$ cat src/pkg/ulm_pkg.sv
// Package with register map, field layout and shared types of the line control block
package ulm_pkg;
  localparam logic [7:0] ADR_DATA   = 8'h00;
  localparam logic [7:0] ADR_DIVHI  = 8'h04;
  localparam logic [7:0] ADR_QUEUE  = 8'h08;
  localparam logic [7:0] ADR_LINE   = 8'h0c;
  localparam logic [7:0] ADR_MODEM  = 8'h10;
  localparam logic [7:0] ADR_ENH    = 8'h14;
  localparam logic [7:0] ADR_FEAT   = 8'h18;
  localparam logic [7:0] ADR_TRIG   = 8'h1c;
  localparam logic [7:0] ADR_STAT   = 8'h20;

  localparam int Q_EN     = 0;
  localparam int Q_RXCLR  = 1;
  localparam int Q_TXCLR  = 2;
  localparam int Q_DMA    = 3;
  localparam int Q_TXSEL  = 4;
  localparam int Q_RXSEL  = 6;
  localparam int L_STOP   = 2;
  localparam int L_PEN    = 3;
  localparam int L_PEVEN  = 4;
  localparam int L_PFORCE = 5;
  localparam int L_BREAK  = 6;
  localparam int L_DIV    = 7;
  localparam int M_DTR    = 0;
  localparam int M_RTS    = 1;
  localparam int M_AUX1   = 2;
  localparam int M_AUX2   = 3;
  localparam int M_LOOP   = 4;
  localparam int M_ANY    = 5;
  localparam int M_IR     = 6;
  localparam int E_ENH    = 4;
  localparam int E_ARTS   = 6;
  localparam int F_TBL    = 4;
  localparam int F_TRGTX  = 7;

  localparam logic [7:0] LINE_RST  = 8'h00;
  localparam logic [7:0] MODEM_RST = 8'h00;
  localparam logic [7:0] REG_RST   = 8'h00;
  localparam logic [7:0] DIV_RST   = 8'h00;
  localparam logic [7:0] TRG_RST   = 8'h01;

  // Cycles a received infrared pulse stretches into a zero at 25 MHz
  localparam logic [3:0] IR_HOLD   = 4'h8;

  typedef enum logic [1:0] {
    ULM_TBL_A = 2'b00,
    ULM_TBL_B = 2'b01,
    ULM_TBL_C = 2'b10,
    ULM_TBL_P = 2'b11
  } ulm_tbl_t;

  typedef struct packed {
    logic [1:0] word_len;
    logic       stop_two;
    logic       stop_half;
    logic       par_en;
    logic       par_even;
    logic       par_forced;
    logic       par_bit;
  } ulm_fmt_t;

  typedef struct packed {
    logic       fifo_en;
    logic       dma_mode;
    logic       tx_clr;
    logic       rx_clr;
  } ulm_queue_t;
endpackage

$ cat src/ulm_trig.sv
// Trigger level tables for receive and transmit queues
`timescale 1ns/1ps
`default_nettype none
module ulm_trig #(
  parameter int CW = 8
) (
  input  wire ulm_pkg::ulm_tbl_t tbl,
  input  wire logic [1:0]        rx_sel,
  input  wire logic [1:0]        tx_sel,
  input  wire logic [CW-1:0]     prog_rx,
  input  wire logic [CW-1:0]     prog_tx,
  output logic [CW-1:0]          rx_lvl,
  output logic [CW-1:0]          tx_lvl
);
  import ulm_pkg::*;
  logic [7:0] rx_raw;
  logic [7:0] tx_raw;

  always_comb begin
    rx_raw = 8'h01;
    tx_raw = 8'h01;
    case (tbl)
      ULM_TBL_A: begin
        case (rx_sel)
          2'b00:   rx_raw = 8'h01;
          2'b01:   rx_raw = 8'h04;
          2'b10:   rx_raw = 8'h08;
          default: rx_raw = 8'h0e;
        endcase
        tx_raw = 8'h01;
      end
      ULM_TBL_B: begin
        case (rx_sel)
          2'b00:   rx_raw = 8'h08;
          2'b01:   rx_raw = 8'h10;
          2'b10:   rx_raw = 8'h18;
          default: rx_raw = 8'h1c;
        endcase
        case (tx_sel)
          2'b00:   tx_raw = 8'h10;
          2'b01:   tx_raw = 8'h08;
          2'b10:   tx_raw = 8'h18;
          default: tx_raw = 8'h1e;
        endcase
      end
      ULM_TBL_C: begin
        case (rx_sel)
          2'b00:   rx_raw = 8'h08;
          2'b01:   rx_raw = 8'h10;
          2'b10:   rx_raw = 8'h38;
          default: rx_raw = 8'h3c;
        endcase
        case (tx_sel)
          2'b00:   tx_raw = 8'h08;
          2'b01:   tx_raw = 8'h10;
          2'b10:   tx_raw = 8'h20;
          default: tx_raw = 8'h38;
        endcase
      end
      default: begin
        rx_raw = 8'h00;
        tx_raw = 8'h00;
      end
    endcase
  end

  // Table select is a single field, so both sides always share one table
  assign rx_lvl = (tbl == ULM_TBL_P) ? prog_rx : CW'(rx_raw);
  assign tx_lvl = (tbl == ULM_TBL_P) ? prog_tx : CW'(tx_raw);
endmodule
`default_nettype wire

$ cat src/ulm_ctrl.sv
// Queue, line format and modem control for one serial channel, Wishbone slave
// Overview of operation
// - Transmit queue clear pulses, then self-clears
// - DMA select changes ready pin behaviour
// - Transmit request below level or empty
// - Receive request when count reaches level
// - One trigger table serves both directions
// - Fixed trigger level tables A, B, C
// - Table 11 uses programmable trigger register
// - Word length five to eight bits
// - Stop bits one, one-half or two
// - Parity enable adds and checks parity
// - Parity type odd or even
// - Forced parity is fixed mark or space
// - Break holds transmit line at space
// - Divisor enable redirects data addresses
// - Terminal ready pin is inverse bit
// - Request to send inverse bit or auto
// - Aux one feeds looped bell state
// - Interrupt enable drives outputs and aux two
// - Loopback connects line internally
// - Any character resumes halted transmitter
// - Infrared coding, transmit rests low
`timescale 1ns/1ps
`default_nettype none
module ulm_ctrl #(
  parameter int CW = 8
) (
  input  wire logic                clk,
  input  wire logic                rstn,
  input  wire logic                ce,
  input  wire logic                wb_cyc_i,
  input  wire logic                wb_stb_i,
  input  wire logic                wb_we_i,
  input  wire logic [7:0]          wb_adr_i,
  input  wire logic [3:0]          wb_sel_i,
  input  wire logic [31:0]         wb_dat_i,
  output logic [31:0]              wb_dat_o,
  output logic                     wb_ack_o,
  input  wire logic [CW-1:0]       tx_count,
  input  wire logic [CW-1:0]       rx_count,
  input  wire logic [7:0]          rx_data,
  output logic                     rx_data_rd,
  output logic                     tx_data_wr,
  output logic [7:0]               tx_data,
  output ulm_pkg::ulm_queue_t      queue,
  output ulm_pkg::ulm_fmt_t        line_fmt,
  output logic [15:0]              divisor,
  output logic                     tx_req,
  output logic                     rx_req,
  output logic                     tx_ready_pin_n,
  output logic                     rx_ready_pin_n,
  input  wire logic                tx_bit,
  input  wire logic                ir_pulse_win,
  output logic                     tx_pin,
  input  wire logic                rx_pin,
  output logic                     rx_line,
  output logic                     loop_mode,
  input  wire logic                modem_bell_in,
  output logic                     modem_bell_state,
  output logic                     dtr_pin_n,
  output logic                     rts_pin_n,
  input  wire logic                auto_rts_n,
  output logic                     aux_out_two_n,
  output logic                     int_oe_n,
  input  wire logic                rx_char_done,
  input  wire logic                rx_char_flow,
  input  wire logic                tx_halted,
  output logic                     tx_resume,
  output logic                     rx_char_keep
);
  import ulm_pkg::*;

  logic [7:0]    line_r;
  logic [7:0]    modem_r;
  logic [7:0]    enh_r;
  logic [7:0]    feat_r;
  logic [7:0]    dll_r;
  logic [7:0]    dlm_r;
  logic [CW-1:0] trg_rx_r;
  logic [CW-1:0] trg_tx_r;
  logic          fifo_en_r;
  logic          dma_r;
  logic [1:0]    tx_sel_r;
  logic [1:0]    rx_sel_r;
  logic          tx_clr_r;
  logic          rx_clr_r;
  logic          ack_r;
  logic [31:0]   dat_r;
  logic          rd_r;
  logic          wr_r;
  logic [7:0]    txd_r;
  logic [CW-1:0] tx_prev_r;
  logic          above_r;
  logic          tx_req_r;
  logic          rx_req_r;
  logic [1:0]    rx_sync_r;
  logic [1:0]    bell_sync_r;
  logic [3:0]    ir_cnt_r;
  logic          rx_line_r;
  logic          tx_pin_r;
  logic          resume_r;
  logic          keep_r;
  logic [CW-1:0] rx_lvl;
  logic [CW-1:0] tx_lvl;

  // Bus decode: a request is served once, at the edge that raises ack
  wire        req     = wb_cyc_i & wb_stb_i & ~ack_r;
  wire        wr      = req & wb_we_i & wb_sel_i[0];
  wire        rd      = req & ~wb_we_i;
  wire [7:0]  wd      = wb_dat_i[7:0];
  wire        dlab    = line_r[L_DIV];
  wire        hit_dat = (wb_adr_i == ADR_DATA);
  wire        hit_dhi = (wb_adr_i == ADR_DIVHI);
  wire        wr_dll  = wr & hit_dat & dlab;
  wire        wr_dlm  = wr & hit_dhi & dlab;
  wire        wr_thr  = wr & hit_dat & ~dlab;
  wire        rd_rhr  = rd & hit_dat & ~dlab;
  wire        wr_q    = wr & (wb_adr_i == ADR_QUEUE);
  wire        wr_q_ok = wr_q & wd[Q_EN];
  wire        wr_line = wr & (wb_adr_i == ADR_LINE);
  wire        wr_mdm  = wr & (wb_adr_i == ADR_MODEM);
  wire        wr_enh  = wr & (wb_adr_i == ADR_ENH);
  wire        wr_feat = wr & (wb_adr_i == ADR_FEAT);
  wire        wr_trg  = wr & (wb_adr_i == ADR_TRIG);
  wire        loop    = modem_r[M_LOOP];
  wire        ir_on   = modem_r[M_IR];
  wire        sw_flow = |enh_r[3:0];

  // Read selection; unmapped addresses answer with zero
  wire [7:0] stat_v  = {fifo_en_r, fifo_en_r, 4'h0, rx_req_r, tx_req_r};
  wire [7:0] dat_v   = dlab ? dll_r : rx_data;
  wire [7:0] dhi_v   = dlab ? dlm_r : 8'h00;
  wire [7:0] rdata   = hit_dat                    ? dat_v :
                       hit_dhi                    ? dhi_v :
                       (wb_adr_i == ADR_LINE)     ? line_r :
                       (wb_adr_i == ADR_MODEM)    ? modem_r :
                       (wb_adr_i == ADR_ENH)      ? enh_r :
                       (wb_adr_i == ADR_FEAT)     ? feat_r :
                       (wb_adr_i == ADR_TRIG)     ? 8'(feat_r[F_TRGTX] ? trg_tx_r : trg_rx_r) :
                       (wb_adr_i == ADR_STAT)     ? stat_v : 8'h00;

  always_ff @(posedge clk or negedge rstn) begin
    if (!rstn) begin
      ack_r <= 1'b0;
      dat_r <= 32'h0000_0000;
      rd_r  <= 1'b0;
      wr_r  <= 1'b0;
      txd_r <= 8'h00;
    end else if (ce) begin
      ack_r <= req;
      rd_r  <= rd_rhr;
      wr_r  <= wr_thr;
      if (rd)
        dat_r <= {24'h00_0000, rdata};
      if (wr_thr)
        txd_r <= wd;
    end
  end

  // Format and modem registers
  always_ff @(posedge clk or negedge rstn) begin
    if (!rstn) begin
      line_r  <= LINE_RST;
      modem_r <= MODEM_RST;
      enh_r   <= REG_RST;
      feat_r  <= REG_RST;
      dll_r   <= DIV_RST;
      dlm_r   <= DIV_RST;
    end else if (ce) begin
      if (wr_line)
        line_r <= wd;
      if (wr_mdm)
        modem_r <= {1'b0, wd[6:0]};
      if (wr_enh)
        enh_r <= wd;
      if (wr_feat)
        feat_r <= wd;
      if (wr_dll)
        dll_r <= wd;
      if (wr_dlm)
        dlm_r <= wd;
    end
  end

  // Queue control; clear bits act only alongside the enable bit
  always_ff @(posedge clk or negedge rstn) begin
    if (!rstn) begin
      fifo_en_r <= 1'b0;
      dma_r     <= 1'b0;
      tx_sel_r  <= 2'b00;
      rx_sel_r  <= 2'b00;
      tx_clr_r  <= 1'b0;
      rx_clr_r  <= 1'b0;
      trg_rx_r  <= CW'(TRG_RST);
      trg_tx_r  <= CW'(TRG_RST);
    end else if (ce) begin
      tx_clr_r <= wr_q_ok & wd[Q_TXCLR];
      rx_clr_r <= wr_q_ok & wd[Q_RXCLR];
      if (wr_q)
        fifo_en_r <= wd[Q_EN];
      if (wr_q_ok) begin
        dma_r    <= wd[Q_DMA];
        rx_sel_r <= wd[Q_RXSEL +: 2];
        // Transmit select stays put unless enhanced mode is on
        if (enh_r[E_ENH])
          tx_sel_r <= wd[Q_TXSEL +: 2];
      end
      if (wr_trg & ~feat_r[F_TRGTX])
        trg_rx_r <= CW'(wd);
      if (wr_trg & feat_r[F_TRGTX])
        trg_tx_r <= CW'(wd);
    end
  end

  ulm_trig #(
    .CW (CW)
  ) u_trig (
    .tbl     (ulm_tbl_t'(feat_r[F_TBL +: 2])),
    .rx_sel  (rx_sel_r),
    .tx_sel  (tx_sel_r),
    .prog_rx (trg_rx_r),
    .prog_tx (trg_tx_r),
    .rx_lvl  (rx_lvl),
    .tx_lvl  (tx_lvl)
  );

  // Transmit request: falling under the level, or draining to empty after a
  // reload that never rose above the level. Set beats the clear by a data write.
  wire tx_below = (tx_prev_r >= tx_lvl) & (tx_count < tx_lvl);
  wire tx_empty = (tx_prev_r != '0) & (tx_count == '0) & ~above_r;
  wire tx_set   = fifo_en_r ? (tx_below | tx_empty) : ((tx_prev_r != '0) & (tx_count == '0));
  wire rx_hit   = fifo_en_r ? (rx_count >= rx_lvl) : (rx_count != '0);

  always_ff @(posedge clk or negedge rstn) begin
    if (!rstn) begin
      tx_prev_r <= '0;
      above_r   <= 1'b0;
      tx_req_r  <= 1'b0;
      rx_req_r  <= 1'b0;
    end else if (ce) begin
      tx_prev_r <= tx_count;
      if (tx_count > tx_lvl)
        above_r <= 1'b1;
      else if (tx_count == '0)
        above_r <= 1'b0;
      if (tx_set)
        tx_req_r <= 1'b1;
      else if (wr_thr)
        tx_req_r <= 1'b0;
      rx_req_r <= rx_hit;
    end
  end

  // Line side: pins pass two flops; infrared pulses stretch into a zero
  always_ff @(posedge clk or negedge rstn) begin
    if (!rstn) begin
      rx_sync_r   <= 2'b11;
      bell_sync_r <= 2'b11;
      ir_cnt_r    <= 4'h0;
      rx_line_r   <= 1'b1;
      tx_pin_r    <= 1'b1;
      resume_r    <= 1'b0;
      keep_r      <= 1'b0;
    end else if (ce) begin
      rx_sync_r   <= {rx_sync_r[0], rx_pin};
      bell_sync_r <= {bell_sync_r[0], modem_bell_in};
      if (ir_on & rx_sync_r[1])
        ir_cnt_r <= IR_HOLD;
      else if (ir_cnt_r != 4'h0)
        ir_cnt_r <= ir_cnt_r - 4'h1;
      if (loop)
        rx_line_r <= tx_bit;
      else if (ir_on)
        rx_line_r <= (ir_cnt_r == 4'h0) & ~rx_sync_r[1];
      else
        rx_line_r <= rx_sync_r[1];
      if (line_r[L_BREAK])
        tx_pin_r <= 1'b0;
      else if (ir_on)
        tx_pin_r <= ~loop & ~tx_bit & ir_pulse_win;
      else
        tx_pin_r <= loop | tx_bit;
      resume_r <= rx_char_done & modem_r[M_ANY] & tx_halted;
      keep_r   <= rx_char_done & ~(rx_char_flow & sw_flow);
    end
  end

  // Line format fields
  assign line_fmt.word_len   = line_r[1:0];
  assign line_fmt.stop_two   = line_r[L_STOP] & (line_r[1:0] != 2'b00);
  assign line_fmt.stop_half  = line_r[L_STOP] & (line_r[1:0] == 2'b00);
  assign line_fmt.par_en     = line_r[L_PEN];
  assign line_fmt.par_even   = line_r[L_PEVEN];
  assign line_fmt.par_forced = line_r[L_PEN] & line_r[L_PFORCE];
  assign line_fmt.par_bit    = ~line_r[L_PEVEN];

  assign queue.fifo_en  = fifo_en_r;
  assign queue.dma_mode = dma_r;
  assign queue.tx_clr   = tx_clr_r;
  assign queue.rx_clr   = rx_clr_r;

  // Ready pins: single-character mode versus block transfer mode
  wire txr_act = dma_r ? (tx_count < tx_lvl) : (tx_count == '0);
  wire rxr_act = dma_r ? rx_hit : (rx_count != '0);
  assign tx_ready_pin_n = ~(fifo_en_r ? txr_act : (tx_count == '0));
  assign rx_ready_pin_n = ~(fifo_en_r ? rxr_act : (rx_count != '0));

  // DTR, RTS and aux two pins go inactive in loopback, int_oe_n does not; aux one feeds the bell state
  assign dtr_pin_n        = loop | ~modem_r[M_DTR];
  assign rts_pin_n        = loop | (enh_r[E_ARTS] ? auto_rts_n : ~modem_r[M_RTS]);
  assign aux_out_two_n    = loop | ~modem_r[M_AUX2];
  assign int_oe_n         = ~modem_r[M_AUX2];
  assign modem_bell_state = loop ? modem_r[M_AUX1] : ~bell_sync_r[1];
  assign loop_mode        = loop;

  assign divisor      = {dlm_r, dll_r};
  assign wb_ack_o     = ack_r;
  assign wb_dat_o     = dat_r;
  assign rx_data_rd   = rd_r;
  assign tx_data_wr   = wr_r;
  assign tx_data      = txd_r;
  assign tx_req       = tx_req_r;
  assign rx_req       = rx_req_r;
  assign tx_pin       = tx_pin_r;
  assign rx_line      = rx_line_r;
  assign tx_resume    = resume_r;
  assign rx_char_keep = keep_r;
endmodule
`default_nettype wire

$ cat config.mk
export PLATFORM = sky130hd
export DESIGN_NAME = ulm_ctrl
export DESIGN_NICKNAME = d
export VERILOG_FILES = /design/src/pkg/ulm_pkg.sv /design/src/ulm_trig.sv /design/src/ulm_ctrl.sv
export SDC_FILE = /design/constraint.sdc
export NUM_CORES = 1
export LEC_CHECK = 0
export BUFFER_PORTS_ARGS = -buffer_cell sky130_fd_sc_hd__buf_2
export CORE_MARGIN = 2
export CORE_UTILIZATION = 45
export CTS_CLUSTER_DIAMETER = 50
export DETAILED_ROUTE_END_ITERATION = 7
export PLACE_DENSITY = 0.69
export SLEW_MARGIN = 20
export SYNTH_ARGS = -nofsm -noshare
export SYNTH_HDL_FRONTEND = slang
export SYNTH_HIERARCHICAL = 1
export SYNTH_SLANG_ARGS = --single-unit
$ cat constraint.sdc
create_clock -name clk -period 7.1 [get_ports clk]
set_input_delay 1.775 -clock clk [delete_from_list [all_inputs] [get_ports clk]]
set_output_delay 1.775 -clock clk [all_outputs]
set_load 0.01 [all_outputs]
* Word level (Yosys, flattened, before mapping)
Cells that the tools add are included.
** Word-level totals
- Word-level logic and storage cells :: 177
- Input port bits :: 82
- Output and inout port bits :: 85
- Register bits :: 113
** Operators by class
- Magnitude comparators :: 4
- $add $sub $neg :: 1
- Bitwise gates (word level) :: 58
- Muxes and demuxes :: 38
- Eq/ne operators :: 15
- Reductions and logical operators :: 31
** Operators with widths (number)
- 8-bit 2-to-1 mux :: 13
- 8-bit one-hot mux with 3 select lines :: 2
- 1-bit bitwise AND :: 37
- 6-bit one-hot mux with 3 select lines :: 2
- 8-bit by 5-bit equality test with 1-bit output, second input constant :: 4
- 5-bit one-hot mux with 3 select lines :: 2
- 2-bit AND reduction :: 15
- 8-bit by 4-bit equality test with 1-bit output, second input constant :: 2
- 8-bit >= comparator :: 2
- 8-bit logical NOT :: 2
- 1-bit 2-to-1 mux :: 16
- 1-bit inverter :: 16
- 8-bit nonzero test :: 2
- 4-bit one-hot mux with 3 select lines :: 1
- 2-bit equality test, second input constant :: 4
- 8-bit by 3-bit equality test with 1-bit output, second input constant :: 1
- 8-bit by 6-bit equality test with 1-bit output, second input constant :: 1
- 8-bit greater-than comparator :: 1
- 2-bit logical NOT :: 4
- 8-bit less-than comparator :: 1
- 4-bit 2-to-1 mux :: 2
- 2-bit nonzero test :: 4
- 2-bit by 1-bit equality test with 1-bit output, second input constant :: 3
- 1-bit OR :: 5
- 5 further kinds :: 5

* Longest topological paths before layout
- Depth after elaboration :: 10
- Mapped depth :: 12
- Gate-level depth less buffers :: 12

* Modules after synthesis
Netlist, hierarchy kept.
** Modules (own cells, without submodules)
- ulm_ctrl :: seq. area each 2837.7 um2, cells an instance 572, times used 1, area an instance 6228.5 um2
- ulm_trig :: seq. area each 0.0 um2, cells an instance 54, times used 1, area an instance 330.3 um2

* Least setup slack after synthesis
No wires, ideal clock.
- Path type :: in2out
- Start :: in tx_count[1]
- End :: out tx_ready_pin_n
- Stages on the path :: 6
- Setup slack :: 2181 ps
- Arrival :: 3144 ps
- Cell sequence :: ha_1 -> nor2b_1 -> o211ai_1 -> a21oi_1 -> a2111oi_0 -> mux2i_1
** On the way
- Word-level cells in the longest chain between the ends :: 4
- Elaborated cells between the ends (all ways) :: 5
- Those cells by class :: order compare (1); mux (2); bitwise (1); reduce/logical (1)
** Ends and longest elaborated chain
- from (decl) :: RTL line ulm_ctrl.sv:40 : input wire logic [CW-1:0] tx_count,
- 8-bit less-than comparator or 8-bit logical NOT (tied branches) :: RTL line ulm_ctrl.sv:304, ulm_ctrl.sv:306
- 1-bit 2-to-1 mux :: RTL line ulm_ctrl.sv:304 : wire txr_act = dma_r ? (tx_count < tx_lvl) : (tx_count == '0);
- 1-bit 2-to-1 mux * :: RTL line ulm_ctrl.sv:306 : assign tx_ready_pin_n = ~(fifo_en_r ? txr_act : (tx_count == '0));
- 1-bit inverter * :: RTL line ulm_ctrl.sv:306
- to (decl) :: RTL line ulm_ctrl.sv:51 : output logic tx_ready_pin_n,
Every way passes the cells marked *; elsewhere a longest branch is shown, timed or not.

* Worst setup path in the final report
Ends and elaborated chain as after synthesis.

==> metrics.yaml <==
outcome: "finished clean"
ys_seq_elements: 113
nFillCells: 1292
clkLatencyLatePin_ns: 0.42
max_slew.worst_pin.slew_ns: 0.846
ant_nets: 0
vias_per_cell: 5.68
p_leak_nw: 3.69
htree_levels: 4
power_frac_comb_pct: 10.5
core_region_area_um2: 14400
reg2regPathDepth: 10
finalCritPeriodShare_pct: 78.1
yosysTopAreaCell: "dfrtp_1"
critPathMostFrequentCell: "buf_2"
dieArea_um2: 15600
synth_common_cells: "dfrtp_1 (105), mux2_2 (83), nand2_1 (46), o21ai_0 (46), inv_1 (38)"
fin_skew_ns: 0.00722
die_x_um: 125
place_ws_ns: 1.50
hpwl_um: 12700
fin_setup_tns_ns: 0
grt-ovfl-total: 0
r2r_end: "above_r"
intPower_w: 0.00135
r2r-start: "feat_r[5]"
cts_tree: "done"
drt_wl_total_um: 17500
power_w: 0.00181
min_path_type: "flop to flop"
max_slew_margin_pct: 43.5
synth_area_leaders: "dfrtp_1 (40%), mux2_2 (14%), ha_1 (5.9%)"
critPathMaxFanout: 3
required_ns: 5.33
synthFlopType: "dfrtp_1"
yosys_warnings: 6
gp_congestion: 0.933
grt_first_pass_wirelength_um: 28300
cts_resized: 0
synth_top_area_share_pct: 40.1
holdBufCountCts: 0
drt-pass1-iter-count: 5
drcViolationCount: 0
io_pins: 167
start_kind: "primary input"
yosysSeqAreaShare_pct: 43.3
max_freq_mhz: 180
synth-edff-count: 0
rrSetupSlack_ns: 3.97
async_reset_ff_share_pct: 100
vdd_drop_max_v: 0.000180
n_antenna_cell: 0
start_util_pct: 45.6
cts_buffer_depth: 2
hold_depth: 1
max_stage_delay_ns: 0.78
worstPathArrival_ns: 3.77
hold_violations: 0
nets: 839
wire_per_inst_um: 18.9
syn_area_um2: 6560
root_buffer: "clkbuf_16"
die_y_um: 125
post_cts_buffers: 0
area_delta_synth_final_pct: 17.9
crit_path_end_kind: "output pin"
final_max_slew_viol_count: 0
endpoint: "tx_ready_pin_n"
yosysUniqueCellTypes: 65
vias: 5247
power.share.clock_pct: 50.7
fin_crit_ns: 5.55
p_per_area_nw_per_um2: 234
seqPwrFrac_pct: 38.8
core.rowCount: 44
drv_cap: 0
clkSinkCount: 113
switching_share_pct: 25.2
antenna_found_initial: 1
syn_inst: 626
yosysMostFrequentCell: "dfrtp_1"
clkTransAtPathRegs_ns: 0.06
rsz0062_at_grt: "false"
p_switching_w: 0.000457
final_area_um2: 7730
grt_start_max_net_pins: 60
drtIter0Drc: 388
setup_slack_ns: 1.55
drive_above_1_share_pct: 35.6
cts_inserted_buffers: 17
syn_avg_cell_area_um2: 10.5
setup_violations: 0
crit_path_start: "tx_count[1]"
critPathSlowestCell: "a2111oi_1"
port_buffers: 115
post_dp_cell_area_um2: 7090
grt_pass1_vias: 5353
worstPathCellList: "buf_2 > ha_1 > nor2b_1 > o211ai_1 > a21oi_1 > a2111oi_1 > mux2i_1 > buf_2"
grt.total_usage_pct: 23.0
criticalPathCategory: "primary input to output pin"
==> routing by layer <==
metal	part of all wire (%)	vias up	GRT usage, %	routed length (um)
li1	-	2406	-	-
met1	43	2549	29.5	7480
met2	46	250	36.2	7970
met3	8.9	42	8.03	1560
met4	2.6	0	8.46	451
met5	0	-	0	0
==> how the worst min path moves through the flow <==
stage                from         end  slack (ns)
2_1_floorplan     above_r     above_r        0.45
3_3_place_gp      above_r     above_r        0.47
3_5_place_dp   rx_data_rd  rx_data_rd        0.49
4_1_cts        tx_data[3]  tx_data[3]        0.51
5_1_grt        tx_data[7]  tx_data[7]        0.52
6_report        feat_r[6]   feat_r[6]        0.51
==> cells by family after synthesis <==
logic type / after synthesis / share of synthesized area (%)
AO/OA/AOI/OAI: 130 / 12.3
flip-flops: 113 / 43.3
buffers and inverters: 97 / 7.90
AND/OR/NAND/NOR: 150 / 13.0
adder cells (fa/ha/maj): 33 / 6.26
other: 1 / 0.0572
multiplexers: 102 / 17.1
==> layout by cell type, fill, tap and decap left out, types with 19 or more instances in the layout <==
cell type and n:
ha_1 31, buf_2 114, nor2_1 28, mux2i_1 19
o21ai_0 46, inv_1 38, nand2_1 46, dfrtp_1 105
conb_1 24, a21oi_1 25, mux2_2 83
==> flip-flops by register name (all words and copies together), names as in the netlist, 8 cells and up <==
register	count
line_r	8
tx_data	8
trg_tx_r	8
dll_r	8
tx_prev_r	8
wb_dat_o	8
enh_r	8
feat_r	8
trg_rx_r	8
dlm_r	8
==> metrics by stage <==
step	instances	utilization, %	hold WS [ns]
final	923	53.8	0.506
after global routing	923	53.8	0.517
after CTS	923	53.8	0.506
after detailed placement	891	49.3	0.487
after global placement	891	49.3	0.468
after floorplan	649	-	0.449
==> power by group through the flow <==
stage,combinational (W),sequential [W],clock [W]
2_1_floorplan,0.000114,0.000714,0
3_3_place_gp,0.000178,0.000712,0
3_5_place_dp,0.000188,0.000714,0
4_1_cts,0.000190,0.000704,0.000928
5_1_grt,0.000214,0.000709,0.000962
6_report,0.000190,0.000704,0.000917
==> final cells by class <==
type                            count  area (um2)  area share (%)
Clock inverter                     14         203            2.62
Tap cell                          184         230            2.98
Clock buffer                       18         439            5.68
Timing Repair Buffer              116         586            7.57
Inverter                           39         146            1.89
Multi-Input combinational cell    439        3290            42.6
Sequential cell                   113        2840            36.7
==> worst max-delay path, delay by kind of cell <==
family | cells | cell delay (ns)
AOI/OAI and AO/OA | 3 | 1.05
and+or+nand+nor | 1 | 0.15
muxes | 1 | 0.17
buffers and inverters | 2 | 0.32
adders and majority gates | 1 | 0.32
Power figures use the tool's default switching activity.
